[config.mk]
export PLATFORM = sky130hd
export DESIGN_NAME = acsic_core
export DESIGN_NICKNAME = d
export VERILOG_FILES = /design/src/core/acsic_pkg.sv /design/src/core/acsic_core.sv
export SDC_FILE = /design/constraint.sdc
export NUM_CORES = 1
export LEC_CHECK = 0
export BUFFER_PORTS_ARGS = -buffer_cell sky130_fd_sc_hd__clkbuf_2
export CAP_MARGIN = 20
export CORE_UTILIZATION = 34
export CTS_CLUSTER_SIZE = 8
export DETAILED_ROUTE_END_ITERATION = 10
export HOLD_SLACK_MARGIN = 0.02
export PLACE_DENSITY = 0.55
export SLEW_MARGIN = 20
export SYNTH_ARGS = -nofsm -noshare
export SYNTH_HDL_FRONTEND = slang
export SYNTH_SLANG_ARGS = --single-unit
[constraint.sdc]
create_clock -name clk -period 231.5 [get_ports clk]
set_input_delay 23.15 -clock clk [delete_from_list [all_inputs] [get_ports clk]]
set_output_delay 23.15 -clock clk [all_outputs]
set_load 0.1 [all_outputs]
[src/core/acsic_pkg.sv]
// constants, carriers and state type for the accelerometer state and interrupt control block
// assumes a single 10 MHz clock domain shared with the serial protocol engine
`default_nettype none
package acsic_pkg;
   // register offsets (byte addresses on the serial register port)
   localparam logic [7:0] ACSIC_MOTION_FLAGS_OFF = 8'h03;
   localparam logic [7:0] ACSIC_ISTAT_ALIAS_OFF = 8'h04;
   localparam logic [7:0] ACSIC_DEV_STATUS_OFF = 8'h05;
   localparam logic [7:0] ACSIC_INT_EN_OFF = 8'h06;
   localparam logic [7:0] ACSIC_POWER_MODE_OFF = 8'h07;
   localparam logic [7:0] ACSIC_WORK_MODE_OFF = 8'h08;
   localparam logic [7:0] ACSIC_FEATURE_OFF = 8'h09;
   localparam logic [7:0] ACSIC_QUEUE_FLAGS_OFF = 8'h0A;
   localparam logic [7:0] ACSIC_X_LO_OFF = 8'h0D;
   localparam logic [7:0] ACSIC_MOTION_ALT_OFF = 8'h13;
   localparam logic [7:0] ACSIC_ISTAT_OFF = 8'h14;
   localparam logic [7:0] ACSIC_RANGE_OFF = 8'h20;
   localparam logic [7:0] ACSIC_QUEUE_CTL_OFF = 8'h2D;
   localparam logic [7:0] ACSIC_QUEUE_THR_OFF = 8'h2E;
   localparam logic [7:0] ACSIC_QUEUE_ISTAT_OFF = 8'h2F;
   localparam logic [7:0] ACSIC_ROUTE_OFF = 8'h31;
   localparam logic [7:0] ACSIC_PIN_CTL_OFF = 8'h33;
   // field positions
   localparam int ACSIC_TILT_BIT = 0;
   localparam int ACSIC_FLIP_BIT = 1;
   localparam int ACSIC_MOVE_BIT = 2;
   localparam int ACSIC_SHAKE_BIT = 3;
   localparam int ACSIC_DTAP_BIT = 4;
   localparam int ACSIC_QUEUE_SUM_BIT = 5;
   localparam int ACSIC_ACQ_BIT = 7;
   localparam int ACSIC_FEAT_TF_BIT = 0;
   localparam int ACSIC_FEAT_MOVE_BIT = 2;
   localparam int ACSIC_FEAT_SHAKE_BIT = 3;
   localparam int ACSIC_QFULL_BIT = 1;
   localparam int ACSIC_QLEVEL_BIT = 2;
   localparam int ACSIC_QCOMB_BIT = 3;
   localparam int ACSIC_QEN_BIT = 5;
   localparam int ACSIC_SWAP_BIT = 4;
   localparam int ACSIC_PERBIT_BIT = 6;
   localparam int ACSIC_SWRST_BIT = 6;
   localparam int ACSIC_P1_POL_BIT = 2;
   localparam int ACSIC_P1_DRV_BIT = 3;
   localparam int ACSIC_P2_POL_BIT = 6;
   localparam int ACSIC_P2_DRV_BIT = 7;
   // encodings and reset values
   localparam logic [1:0] ACSIC_PM_STANDBY = 2'h0;
   localparam logic [1:0] ACSIC_PM_WAKE = 2'h1;
   localparam logic [7:0] ACSIC_WORK_RST = 8'h13;
   localparam logic [7:0] ACSIC_QTHR_RST = 8'h10;
   localparam logic [7:0] ACSIC_PIN_CTL_RST = 8'h00;
   localparam logic [2:0] ACSIC_RANGE_RST = 3'h0;
   localparam logic signed [15:0] ACSIC_FS_POS = 16'sh7FFF;
   localparam logic signed [15:0] ACSIC_FS_NEG = 16'sh8000;
   localparam int ACSIC_SENS_12G = 2730;
   localparam int ACSIC_SENS_SHIFT = 14;
   // wake latency bound
   localparam int ACSIC_WAKE_NS = 10000;
   localparam int ACSIC_CLK_NS = 100;
   localparam int ACSIC_WAKE_CYC = ACSIC_WAKE_NS / ACSIC_CLK_NS;

   typedef enum logic {ACSIC_STBY, ACSIC_WAKE} acsic_state_e;

   typedef struct packed {
      logic signed [15:0] x;
      logic signed [15:0] y;
      logic signed [15:0] z;
   } acsic_axes_s;

   typedef struct packed {
      logic tilt;
      logic flip;
      logic move;
      logic shake;
      logic dtap;
      logic stap;
   } acsic_events_s;
endpackage : acsic_pkg
`default_nettype wire

[src/core/acsic_core.sv]
// state control, sample encoding, interrupt status and pin routing of the accelerometer
// assumes the serial engine, motion engine and queue share clk; no input here needs syncing
`default_nettype none
module acsic_core
   import acsic_pkg::*;
#(
   parameter int CLK_HZ = 10_000_000,
   parameter int RAW_W = 20,
   parameter int QUEUE_DEPTH = 32
) (
   input wire logic clk,
   input wire logic rst_n,
   input wire logic reg_wr,
   input wire logic reg_rd,
   input wire logic [7:0] reg_addr,
   input wire logic [7:0] reg_wdata,
   output logic [7:0] reg_rdata,
   input wire logic bus_stop,
   input wire logic signed [RAW_W-1:0] raw_x,
   input wire logic signed [RAW_W-1:0] raw_y,
   input wire logic signed [RAW_W-1:0] raw_z,
   input wire acsic_events_s motion_event,
   input wire logic [3:0] motion_live,
   input wire logic [7:0] queue_count,
   output acsic_axes_s axis_result,
   output logic sample_tick,
   output logic engine_enable,
   output logic [2:0] range_code,
   output logic [7:0] work_mode_code,
   output logic queue_enable,
   output logic first_irq_pin_o,
   output logic first_irq_pin_oe_n,
   output logic second_irq_pin_o,
   output logic second_irq_pin_oe_n
);
   // the period counter, the saturating encoder and the 8-bit count cannot serve other values
   if (CLK_HZ < 2000 || RAW_W < 17 || RAW_W > 24 || QUEUE_DEPTH < 1 || QUEUE_DEPTH > 255) begin : g_bad_params
      $error("acsic_core: unsupported parameter values");
   end

   localparam int PW = RAW_W + 13;

   // sample period in clocks for a working-mode code; unknown codes fall back to 100 Hz
   function automatic logic [31:0] rate_period(input logic [7:0] code);
      int hz;
      case (code)
         8'h19, 8'h73: hz = 25;
         8'h1B, 8'h74: hz = 50;
         8'h3C, 8'h55, 8'h6D: hz = 125;
         8'h34, 8'h0C, 8'h86: hz = 250;
         8'h35, 8'h0D, 8'h6F: hz = 500;
         8'h2D, 8'h1E, 8'h67: hz = 1000;
         8'h06, 8'h47: hz = 2000;
         default: hz = 100;
      endcase
      return 32'(CLK_HZ / hz);
   endfunction : rate_period

   // scale a 2 g referenced raw value to the selected range and saturate
   function automatic logic signed [15:0] encode(input logic signed [RAW_W-1:0] v,
                                                 input logic [2:0] r);
      logic signed [PW-1:0] e;
      logic signed [PW-1:0] t;
      e = PW'(v);
      case (r)
         3'h1: t = e >>> 1;
         3'h2: t = e >>> 2;
         3'h3: t = (e * PW'(ACSIC_SENS_12G)) >>> ACSIC_SENS_SHIFT;
         3'h4: t = e >>> 3;
         default: t = e;
      endcase
      if (t > PW'(ACSIC_FS_POS)) begin
         return ACSIC_FS_POS;
      end else if (t < PW'(ACSIC_FS_NEG)) begin
         return ACSIC_FS_NEG;
      end else begin
         return t[15:0];
      end
   endfunction : encode

   acsic_state_e state_r, state_nxt;
   logic [7:0] int_en_r, int_en_nxt;
   logic [7:0] work_r, work_nxt;
   logic [7:0] feat_r, feat_nxt;
   logic [7:0] qctl_r, qctl_nxt;
   logic [7:0] qthr_r, qthr_nxt;
   logic [7:0] route_r, route_nxt;
   logic [7:0] pinctl_r, pinctl_nxt;
   logic [2:0] range_r, range_nxt;
   logic [7:0] istat_r, istat_nxt;
   logic [2:0] qstat_r, qstat_nxt;
   logic qfull_d_r, qfull_d_nxt;
   logic qlvl_d_r, qlvl_d_nxt;
   logic [31:0] cnt_r, cnt_nxt;
   logic stop_r, stop_nxt;
   logic tick_r, tick_nxt;
   acsic_axes_s axes_r, axes_nxt;
   logic [7:0] rdata_r, rdata_nxt;
   logic [3:0] pin_r, pin_nxt;

   logic wake;
   logic wr_ok;
   logic tick;
   logic soft_rst;
   logic perbit;
   logic qen;
   logic qfull_lvl;
   logic qlvl_lvl;
   logic [7:0] ev_set;
   logic [7:0] clr;
   logic [2:0] qclr;
   logic req1;
   logic req2;
   logic line_a;
   logic line_b;
   logic [7:0] rd_val;
   logic [7:0] istat_view;

   always_comb begin
      wake = (state_r == ACSIC_WAKE);
      perbit = route_r[ACSIC_PERBIT_BIT];
      qen = qctl_r[ACSIC_QEN_BIT];
      // in wake only the mode and service registers take writes
      wr_ok = reg_wr && (!wake || reg_addr == ACSIC_POWER_MODE_OFF
              || reg_addr == ACSIC_ISTAT_OFF || reg_addr == ACSIC_QUEUE_ISTAT_OFF);
      soft_rst = reg_wr && wake && reg_addr == ACSIC_POWER_MODE_OFF
                 && reg_wdata[ACSIC_SWRST_BIT];
      tick = wake && (cnt_r >= rate_period(work_r) - 32'h1);
      qfull_lvl = qen && ({24'h0, queue_count} >= 32'(QUEUE_DEPTH));
      qlvl_lvl = qen && (queue_count >= qthr_r);

      // event gating by feature and enable bits
      ev_set = 8'h00;
      ev_set[ACSIC_TILT_BIT] = motion_event.tilt && feat_r[ACSIC_FEAT_TF_BIT]
                               && int_en_r[ACSIC_TILT_BIT];
      ev_set[ACSIC_FLIP_BIT] = motion_event.flip && feat_r[ACSIC_FEAT_TF_BIT]
                               && int_en_r[ACSIC_FLIP_BIT];
      ev_set[ACSIC_MOVE_BIT] = feat_r[ACSIC_FEAT_MOVE_BIT] && int_en_r[ACSIC_MOVE_BIT]
                               && (motion_event.move || motion_event.stap);
      ev_set[ACSIC_SHAKE_BIT] = motion_event.shake && feat_r[ACSIC_FEAT_SHAKE_BIT]
                                && feat_r[ACSIC_FEAT_MOVE_BIT] && int_en_r[ACSIC_SHAKE_BIT];
      ev_set[ACSIC_DTAP_BIT] = motion_event.dtap && feat_r[ACSIC_FEAT_MOVE_BIT]
                               && int_en_r[ACSIC_DTAP_BIT];
      ev_set[ACSIC_ACQ_BIT] = tick;
      if (!wake) begin
         ev_set = 8'h00;
      end

      // clearing: global on the main address, on the alias only in standby; per bit only on the main address
      clr = 8'h00;
      qclr = 3'h0;
      if (wr_ok && !perbit && (reg_addr == ACSIC_ISTAT_OFF
          || reg_addr == ACSIC_ISTAT_ALIAS_OFF)) begin
         clr = 8'hFF;
         qclr = 3'h7;
      end else if (wr_ok && perbit && reg_addr == ACSIC_ISTAT_OFF) begin
         clr = reg_wdata;
         qclr = {3{reg_wdata[ACSIC_QUEUE_SUM_BIT]}};
      end
      if (reg_rd && (reg_addr == ACSIC_ISTAT_OFF || reg_addr == ACSIC_ISTAT_ALIAS_OFF)) begin
         clr[ACSIC_ACQ_BIT] = 1'b1;
      end
      clr[ACSIC_QUEUE_SUM_BIT] = 1'b0;
   end

   always_comb begin
      istat_view = istat_r;
      istat_view[ACSIC_QUEUE_SUM_BIT] = |qstat_r;
      rd_val = 8'h00;
      if (reg_addr == ACSIC_MOTION_FLAGS_OFF || reg_addr == ACSIC_MOTION_ALT_OFF) begin
         rd_val = {4'h0, motion_live & {feat_r[ACSIC_FEAT_SHAKE_BIT] && feat_r[ACSIC_FEAT_MOVE_BIT],
                   feat_r[ACSIC_FEAT_MOVE_BIT], {2{feat_r[ACSIC_FEAT_TF_BIT]}}}};
      end else if (reg_addr == ACSIC_ISTAT_OFF || reg_addr == ACSIC_ISTAT_ALIAS_OFF) begin
         rd_val = istat_view;
      end else if (reg_addr == ACSIC_DEV_STATUS_OFF) begin
         rd_val = {7'h00, wake};
      end else if (reg_addr == ACSIC_INT_EN_OFF) begin
         rd_val = int_en_r;
      end else if (reg_addr == ACSIC_POWER_MODE_OFF) begin
         rd_val = {7'h00, wake};
      end else if (reg_addr == ACSIC_WORK_MODE_OFF) begin
         rd_val = work_r;
      end else if (reg_addr == ACSIC_FEATURE_OFF) begin
         rd_val = feat_r;
      end else if (reg_addr == ACSIC_QUEUE_FLAGS_OFF) begin
         rd_val = {5'h00, qlvl_lvl, qfull_lvl, 1'b0};
      end else if (reg_addr == ACSIC_X_LO_OFF) begin
         rd_val = axes_r.x[7:0];
      end else if (reg_addr == ACSIC_X_LO_OFF + 8'h1) begin
         rd_val = axes_r.x[15:8];
      end else if (reg_addr == ACSIC_X_LO_OFF + 8'h2) begin
         rd_val = axes_r.y[7:0];
      end else if (reg_addr == ACSIC_X_LO_OFF + 8'h3) begin
         rd_val = axes_r.y[15:8];
      end else if (reg_addr == ACSIC_X_LO_OFF + 8'h4) begin
         rd_val = axes_r.z[7:0];
      end else if (reg_addr == ACSIC_X_LO_OFF + 8'h5) begin
         rd_val = axes_r.z[15:8];
      end else if (reg_addr == ACSIC_RANGE_OFF) begin
         rd_val = {5'h00, range_r};
      end else if (reg_addr == ACSIC_QUEUE_CTL_OFF) begin
         rd_val = qctl_r;
      end else if (reg_addr == ACSIC_QUEUE_THR_OFF) begin
         rd_val = qthr_r;
      end else if (reg_addr == ACSIC_QUEUE_ISTAT_OFF) begin
         rd_val = {5'h00, qstat_r[2:1], 1'b0};
      end else if (reg_addr == ACSIC_ROUTE_OFF) begin
         rd_val = route_r;
      end else if (reg_addr == ACSIC_PIN_CTL_OFF) begin
         rd_val = pinctl_r;
      end
   end

   // request lines and pin shaping
   always_comb begin
      req1 = |(istat_r[ACSIC_SHAKE_BIT:ACSIC_TILT_BIT])
             || (istat_r[ACSIC_ACQ_BIT] && int_en_r[ACSIC_ACQ_BIT]);
      req2 = istat_r[ACSIC_DTAP_BIT] || |qstat_r;
      if (qctl_r[ACSIC_QCOMB_BIT]) begin
         req1 = req1 || req2;
         req2 = 1'b0;
      end
      line_a = route_r[ACSIC_SWAP_BIT] ? req2 : req1;
      line_b = route_r[ACSIC_SWAP_BIT] ? req1 : req2;
      // pin_nxt: {pin2 oe_n, pin2 o, pin1 oe_n, pin1 o}; open drain only ever pulls low
      // polarity 0 makes an asserted line drive the output low
      pin_nxt[0] = line_a ^ ~pinctl_r[ACSIC_P1_POL_BIT];
      pin_nxt[1] = pinctl_r[ACSIC_P1_DRV_BIT] ? 1'b0 : pin_nxt[0];
      pin_nxt[2] = line_b ^ ~pinctl_r[ACSIC_P2_POL_BIT];
      pin_nxt[3] = pinctl_r[ACSIC_P2_DRV_BIT] ? 1'b0 : pin_nxt[2];
   end

   always_comb begin
      state_nxt = state_r;
      int_en_nxt = int_en_r;
      work_nxt = work_r;
      feat_nxt = feat_r;
      qctl_nxt = qctl_r;
      qthr_nxt = qthr_r;
      route_nxt = route_r;
      pinctl_nxt = pinctl_r;
      range_nxt = range_r;
      // set wins over clear
      istat_nxt = (istat_r & ~clr) | ev_set;
      istat_nxt[ACSIC_QUEUE_SUM_BIT] = 1'b0;
      qstat_nxt = qstat_r & ~qclr;
      qstat_nxt[ACSIC_QFULL_BIT] = qstat_nxt[ACSIC_QFULL_BIT]
         || (qfull_lvl && !qfull_d_r && qctl_r[ACSIC_QFULL_BIT]);
      qstat_nxt[ACSIC_QLEVEL_BIT] = qstat_nxt[ACSIC_QLEVEL_BIT]
         || (qlvl_lvl && !qlvl_d_r && qctl_r[ACSIC_QLEVEL_BIT]);
      qstat_nxt[0] = 1'b0;
      qfull_d_nxt = qfull_lvl;
      qlvl_d_nxt = qlvl_lvl;
      cnt_nxt = (wake && !tick) ? cnt_r + 32'h1 : 32'h0;
      tick_nxt = tick;
      stop_nxt = bus_stop || (stop_r && !tick);
      axes_nxt = axes_r;
      if (tick && stop_r) begin
         axes_nxt.x = encode(raw_x, range_r);
         axes_nxt.y = encode(raw_y, range_r);
         axes_nxt.z = encode(raw_z, range_r);
      end
      rdata_nxt = reg_rd ? rd_val : rdata_r;
      if (wr_ok) begin
         if (reg_addr == ACSIC_POWER_MODE_OFF) begin
            if (reg_wdata[1:0] == ACSIC_PM_STANDBY) begin
               state_nxt = ACSIC_STBY;
            end else if (reg_wdata[1:0] == ACSIC_PM_WAKE) begin
               state_nxt = ACSIC_WAKE;
            end
         end else if (reg_addr == ACSIC_INT_EN_OFF) begin
            int_en_nxt = reg_wdata;
         end else if (reg_addr == ACSIC_WORK_MODE_OFF) begin
            work_nxt = reg_wdata;
         end else if (reg_addr == ACSIC_FEATURE_OFF) begin
            feat_nxt = reg_wdata;
         end else if (reg_addr == ACSIC_RANGE_OFF) begin
            range_nxt = (reg_wdata[2:0] > 3'h4) ? range_r : reg_wdata[2:0];
         end else if (reg_addr == ACSIC_QUEUE_CTL_OFF) begin
            qctl_nxt = reg_wdata;
         end else if (reg_addr == ACSIC_QUEUE_THR_OFF) begin
            qthr_nxt = reg_wdata;
         end else if (reg_addr == ACSIC_ROUTE_OFF) begin
            route_nxt = reg_wdata;
         end else if (reg_addr == ACSIC_PIN_CTL_OFF) begin
            pinctl_nxt = reg_wdata;
         end
      end
      if (soft_rst) begin
         state_nxt = ACSIC_STBY;
         int_en_nxt = 8'h00;
         work_nxt = ACSIC_WORK_RST;
         feat_nxt = 8'h00;
         qctl_nxt = 8'h00;
         qthr_nxt = ACSIC_QTHR_RST;
         route_nxt = 8'h00;
         pinctl_nxt = ACSIC_PIN_CTL_RST;
         range_nxt = ACSIC_RANGE_RST;
         istat_nxt = 8'h00;
         qstat_nxt = 3'h0;
         cnt_nxt = 32'h0;
      end
   end

   always_ff @(posedge clk or negedge rst_n) begin
      if (!rst_n) begin
         state_r <= ACSIC_STBY;
         int_en_r <= 8'h00;
         work_r <= ACSIC_WORK_RST;
         feat_r <= 8'h00;
         qctl_r <= 8'h00;
         qthr_r <= ACSIC_QTHR_RST;
         route_r <= 8'h00;
         pinctl_r <= ACSIC_PIN_CTL_RST;
         range_r <= ACSIC_RANGE_RST;
         istat_r <= 8'h00;
         qstat_r <= 3'h0;
         qfull_d_r <= 1'b0;
         qlvl_d_r <= 1'b0;
         cnt_r <= 32'h0;
         stop_r <= 1'b1;
         tick_r <= 1'b0;
         axes_r <= '0;
         rdata_r <= 8'h00;
         pin_r <= 4'hA;
      end else begin
         state_r <= state_nxt;
         int_en_r <= int_en_nxt;
         work_r <= work_nxt;
         feat_r <= feat_nxt;
         qctl_r <= qctl_nxt;
         qthr_r <= qthr_nxt;
         route_r <= route_nxt;
         pinctl_r <= pinctl_nxt;
         range_r <= range_nxt;
         istat_r <= istat_nxt;
         qstat_r <= qstat_nxt;
         qfull_d_r <= qfull_d_nxt;
         qlvl_d_r <= qlvl_d_nxt;
         cnt_r <= cnt_nxt;
         stop_r <= stop_nxt;
         tick_r <= tick_nxt;
         axes_r <= axes_nxt;
         rdata_r <= rdata_nxt;
         pin_r <= pin_nxt;
      end
   end

   assign reg_rdata = rdata_r;
   assign axis_result = axes_r;
   assign sample_tick = tick_r;
   assign engine_enable = (state_r == ACSIC_WAKE);
   assign range_code = range_r;
   assign work_mode_code = work_r;
   assign queue_enable = qctl_r[ACSIC_QEN_BIT];
   assign first_irq_pin_o = pin_r[0];
   assign first_irq_pin_oe_n = pin_r[1];
   assign second_irq_pin_o = pin_r[2];
   assign second_irq_pin_oe_n = pin_r[3];
endmodule : acsic_core
`default_nettype wire

==> reports/summary.txt <==
status -> completed
CP Capture Type -> flop
mapped cell area -> 45160 um2
Max stage delay on crit path -> 720 ps
All-Layer GR Usage -> 21.16%
CTS tree -> yes
post-cts sizing count -> 0
post-place setup slack -> 139000 ps
wire per inst -> 18.74 um
Filler cells -> 13980
Worst R2R Path Depth -> 415
nets -> 6946
Post-synth ARST share -> 100.0%
first-pass GRT wire length -> 234.6 mm
FF-to-FF End -> axis_result[14]
Slew HR -> 25.35%
fin. max-slew vios -> 0
Die X -> 366.5 um
register area share after synthesis -> 9.161%
Top cell by count, worst path -> a21oi_1
Core ar. -> 131600 um2
Rows -> 133
GPL Wtd Cong -> 0.9280
clock root cell -> clkbuf_16
vias in the first global route -> 42450
Pre-antenna DRT Iters -> 6
Starting Density -> 34.31%
area grow syn2layout -> 7.181%
PnR worst setup slack -> 137670 ps
Slew @ Worst Pin -> 1111 ps
RSZ-0062 raised after global routing -> no
Placed Cells -> 7764
via count -> 43800
HP Start -> pinctl_r[3]
largest cells by area after synthesis -> ha_1 17%, fa_1 9.8%, dfrtp_1 8.8%
Post-DRT Antenna Nets -> 0
# DRC -> 0
Worst setup SP type -> flop
CP required -> 231880 ps
number of hold buffers added after CTS -> 0
Detail Placement HPWL -> 116.3 mm
Ports -> 173
area share of the leading cell type in the synthesized netlist -> 16.54%
overflow left after global routing -> 0
Netlist cell types -> 132
Total Wirelength -> 146.1 mm
hold depth -> 1
drt initial violations -> 3152
reg2reg setup slack -> 137670 ps
Synth area leader -> ha_1
post-CTS setup buffers -> 0
worst skew pair latency -> 460 ps
Finished Layout Cells -> 7798
Peak Freq -> 10.66 MHz
Clock Skew -> 14.45 ps
Die Ht -> 366.5 um
Post-synth EDFFs -> 0
Via density -> 5.617
Worst path slowest cell -> dfrtp_1
hold worst-path end -> pin_r[1]
Setup Viol. Count Final -> 0
number of port buffers -> 172
Worst Setup Path Type -> reg -> reg
min Tclk post-route -> 93830 ps
# Max-Cap Violations -> 0
Die ar. -> 134300 um2
Num Clock Sinks -> 165
share of cells above drive strength 1 -> 8.510%
Max Root-Sink Buffers -> 2
Synthesis Warnings -> 0
Clock transition at path regs -> 70 ps
htree depth -> 4
WP data arrival -> 94210 ps
total negative setup slack -> 0 ps
CTS buffer count -> 17
Fin. Hold Viols -> 0
cells after synthesis -> 5995
Most used DFF post-synth -> dfrtp_1
initial antenna violation count -> 8
RR Startpoint -> work_mode_code[6]
hold_ws -> 470.1 ps
crit-path max FO -> 57
Avg Inst Size Synth -> 7.534 um2
Yosys reg bits -> 165
Min-Delay Path Class -> reg -> reg
fin crit share -> 40.53%
largest net degree at the start of global routing -> 112
==> stage by stage <==
step,area [um2],util [%]
floorplan,45190,-
global placement,47760,36.29
detailed placement,47760,36.29
CTS,48390,36.76
global route,48410,36.78
finish,48410,36.78
==> worst max-delay path by stage <==
stage                            from               to  cells past startpoint
finish              work_mode_code[6]  axis_result[14]                    415
global route        work_mode_code[6]   axis_result[2]                    417
CTS                 work_mode_code[6]  axis_result[14]                    412
detailed placement  work_mode_code[6]  axis_result[14]                    412
global placement    work_mode_code[6]  axis_result[11]                    414
floorplan           work_mode_code[3]  axis_result[18]                    446
==> routing by layer <==
metal / vias up / global-route usage [%] / wire length (um)
li1: 21544 / - / -
met1: 20862 / 28.92 / 68010
met2: 1188 / 35.73 / 68040
met3: 196 / 1.617 / 6409
met4: 10 / 5.439 / 3594
met5: - / 0 / 55
==> cell usage in the layout (no fill, tap or decap), types with 39 or more instances in the layout <==
cell / n
o21ai_0: 331
xnor2_1: 212
o22ai_1: 44
nor3_1: 139
nor2b_1: 73
a211oi_1: 55
o211ai_1: 39
mux2_2: 76
clkbuf_2: 171
a31oi_1: 74
nor2_1: 546
nand3_1: 147
buf_4: 50
nor4_1: 40
and2_1: 62
and3_1: 52
fa_1: 222
ha_1: 597
or3_1: 48
a21oi_1: 464
nand2b_1: 102
a21o_1: 152
dfrtp_1: 156
or2_2: 42
o31ai_1: 62
nand4_1: 56
mux2i_1: 58
o21a_1: 114
inv_1: 643
xor2_1: 100
nand2_1: 448
==> state kept, by name, indices dropped and copies added, names as in the netlist <==
register,cells
range_code,3
qlvl_d_r,1
qfull_d_r,1
axis_result,48
sample_tick,1
qctl_r,8
pin_r,4
qstat_r,2
reg_rdata,8
int_en_r,8
istat_r,7
feat_r,8
work_mode_code,8
stop_r,1
cnt_r,32
engine_enable,1
qthr_r,8
route_r,8
pinctl_r,8
==> cell families after synthesis <==
kind of cell / count (synthesis) / share of synthesized area (%)
AOI/OAI and AO/OA: 1765 / 25.88
xor gates and xnor gates: 314 / 6.122
adders and majority gates: 819 / 26.38
buffers and inverters: 868 / 7.474
DFF: 165 / 9.161
muxes: 140 / 3.349
other: 2 / 0.01663
and+or+nand+nor: 1922 / 21.62
==> Yosys cell counts, types with 38 or more instances <==
library cell	count
fa_1	222
nand4_1	56
mux2i_1	58
o21ai_0	331
o31ai_1	62
o22ai_1	44
or3_1	48
a21o_1	152
nor2_1	547
or2_2	42
nor2b_1	73
xor2_1	100
nor3_1	143
and2_1	63
inv_1	643
a31oi_1	74
nand2_1	448
xnor2_1	212
o21a_1	114
clkbuf_1	135
buf_2	42
nor4_1	42
a21oi_1	465
nand3_1	148
a22oi_1	38
a211oi_1	56
mux2_2	76
dfrtp_1	158
ha_1	597
o211ai_1	39
nand2b_1	102
and3_1	54
==> final cells by class <==
class	count	area, um2	share of cell area [%]
Multi-Input combinational cell	4968	37730	77.95
Sequential cell	165	4143	8.558
Inverter	654	2455	5.071
Tap cell	1755	2196	4.536
Timing Repair Buffer	222	1245	2.572
Clock buffer	18	439.2	0.9072
Clock inverter	13	188.9	0.3903
Antenna cell	3	7.507	0.01551
==> critical path, delay by kind of cell (launching register included) <==
kind	cells	cell delay, ps
AO/OA/AOI/OAI	221	44050
adder cells (fa/ha/maj)	29	9250
buffers and inverters	26	5320
flip-flops	1	720
multiplexers	4	1450
AND/OR/NAND/NOR	135	32760
Power is not shown: default switching activity piles up to over one toggle a cycle in this logic, so the estimate is an artifact.
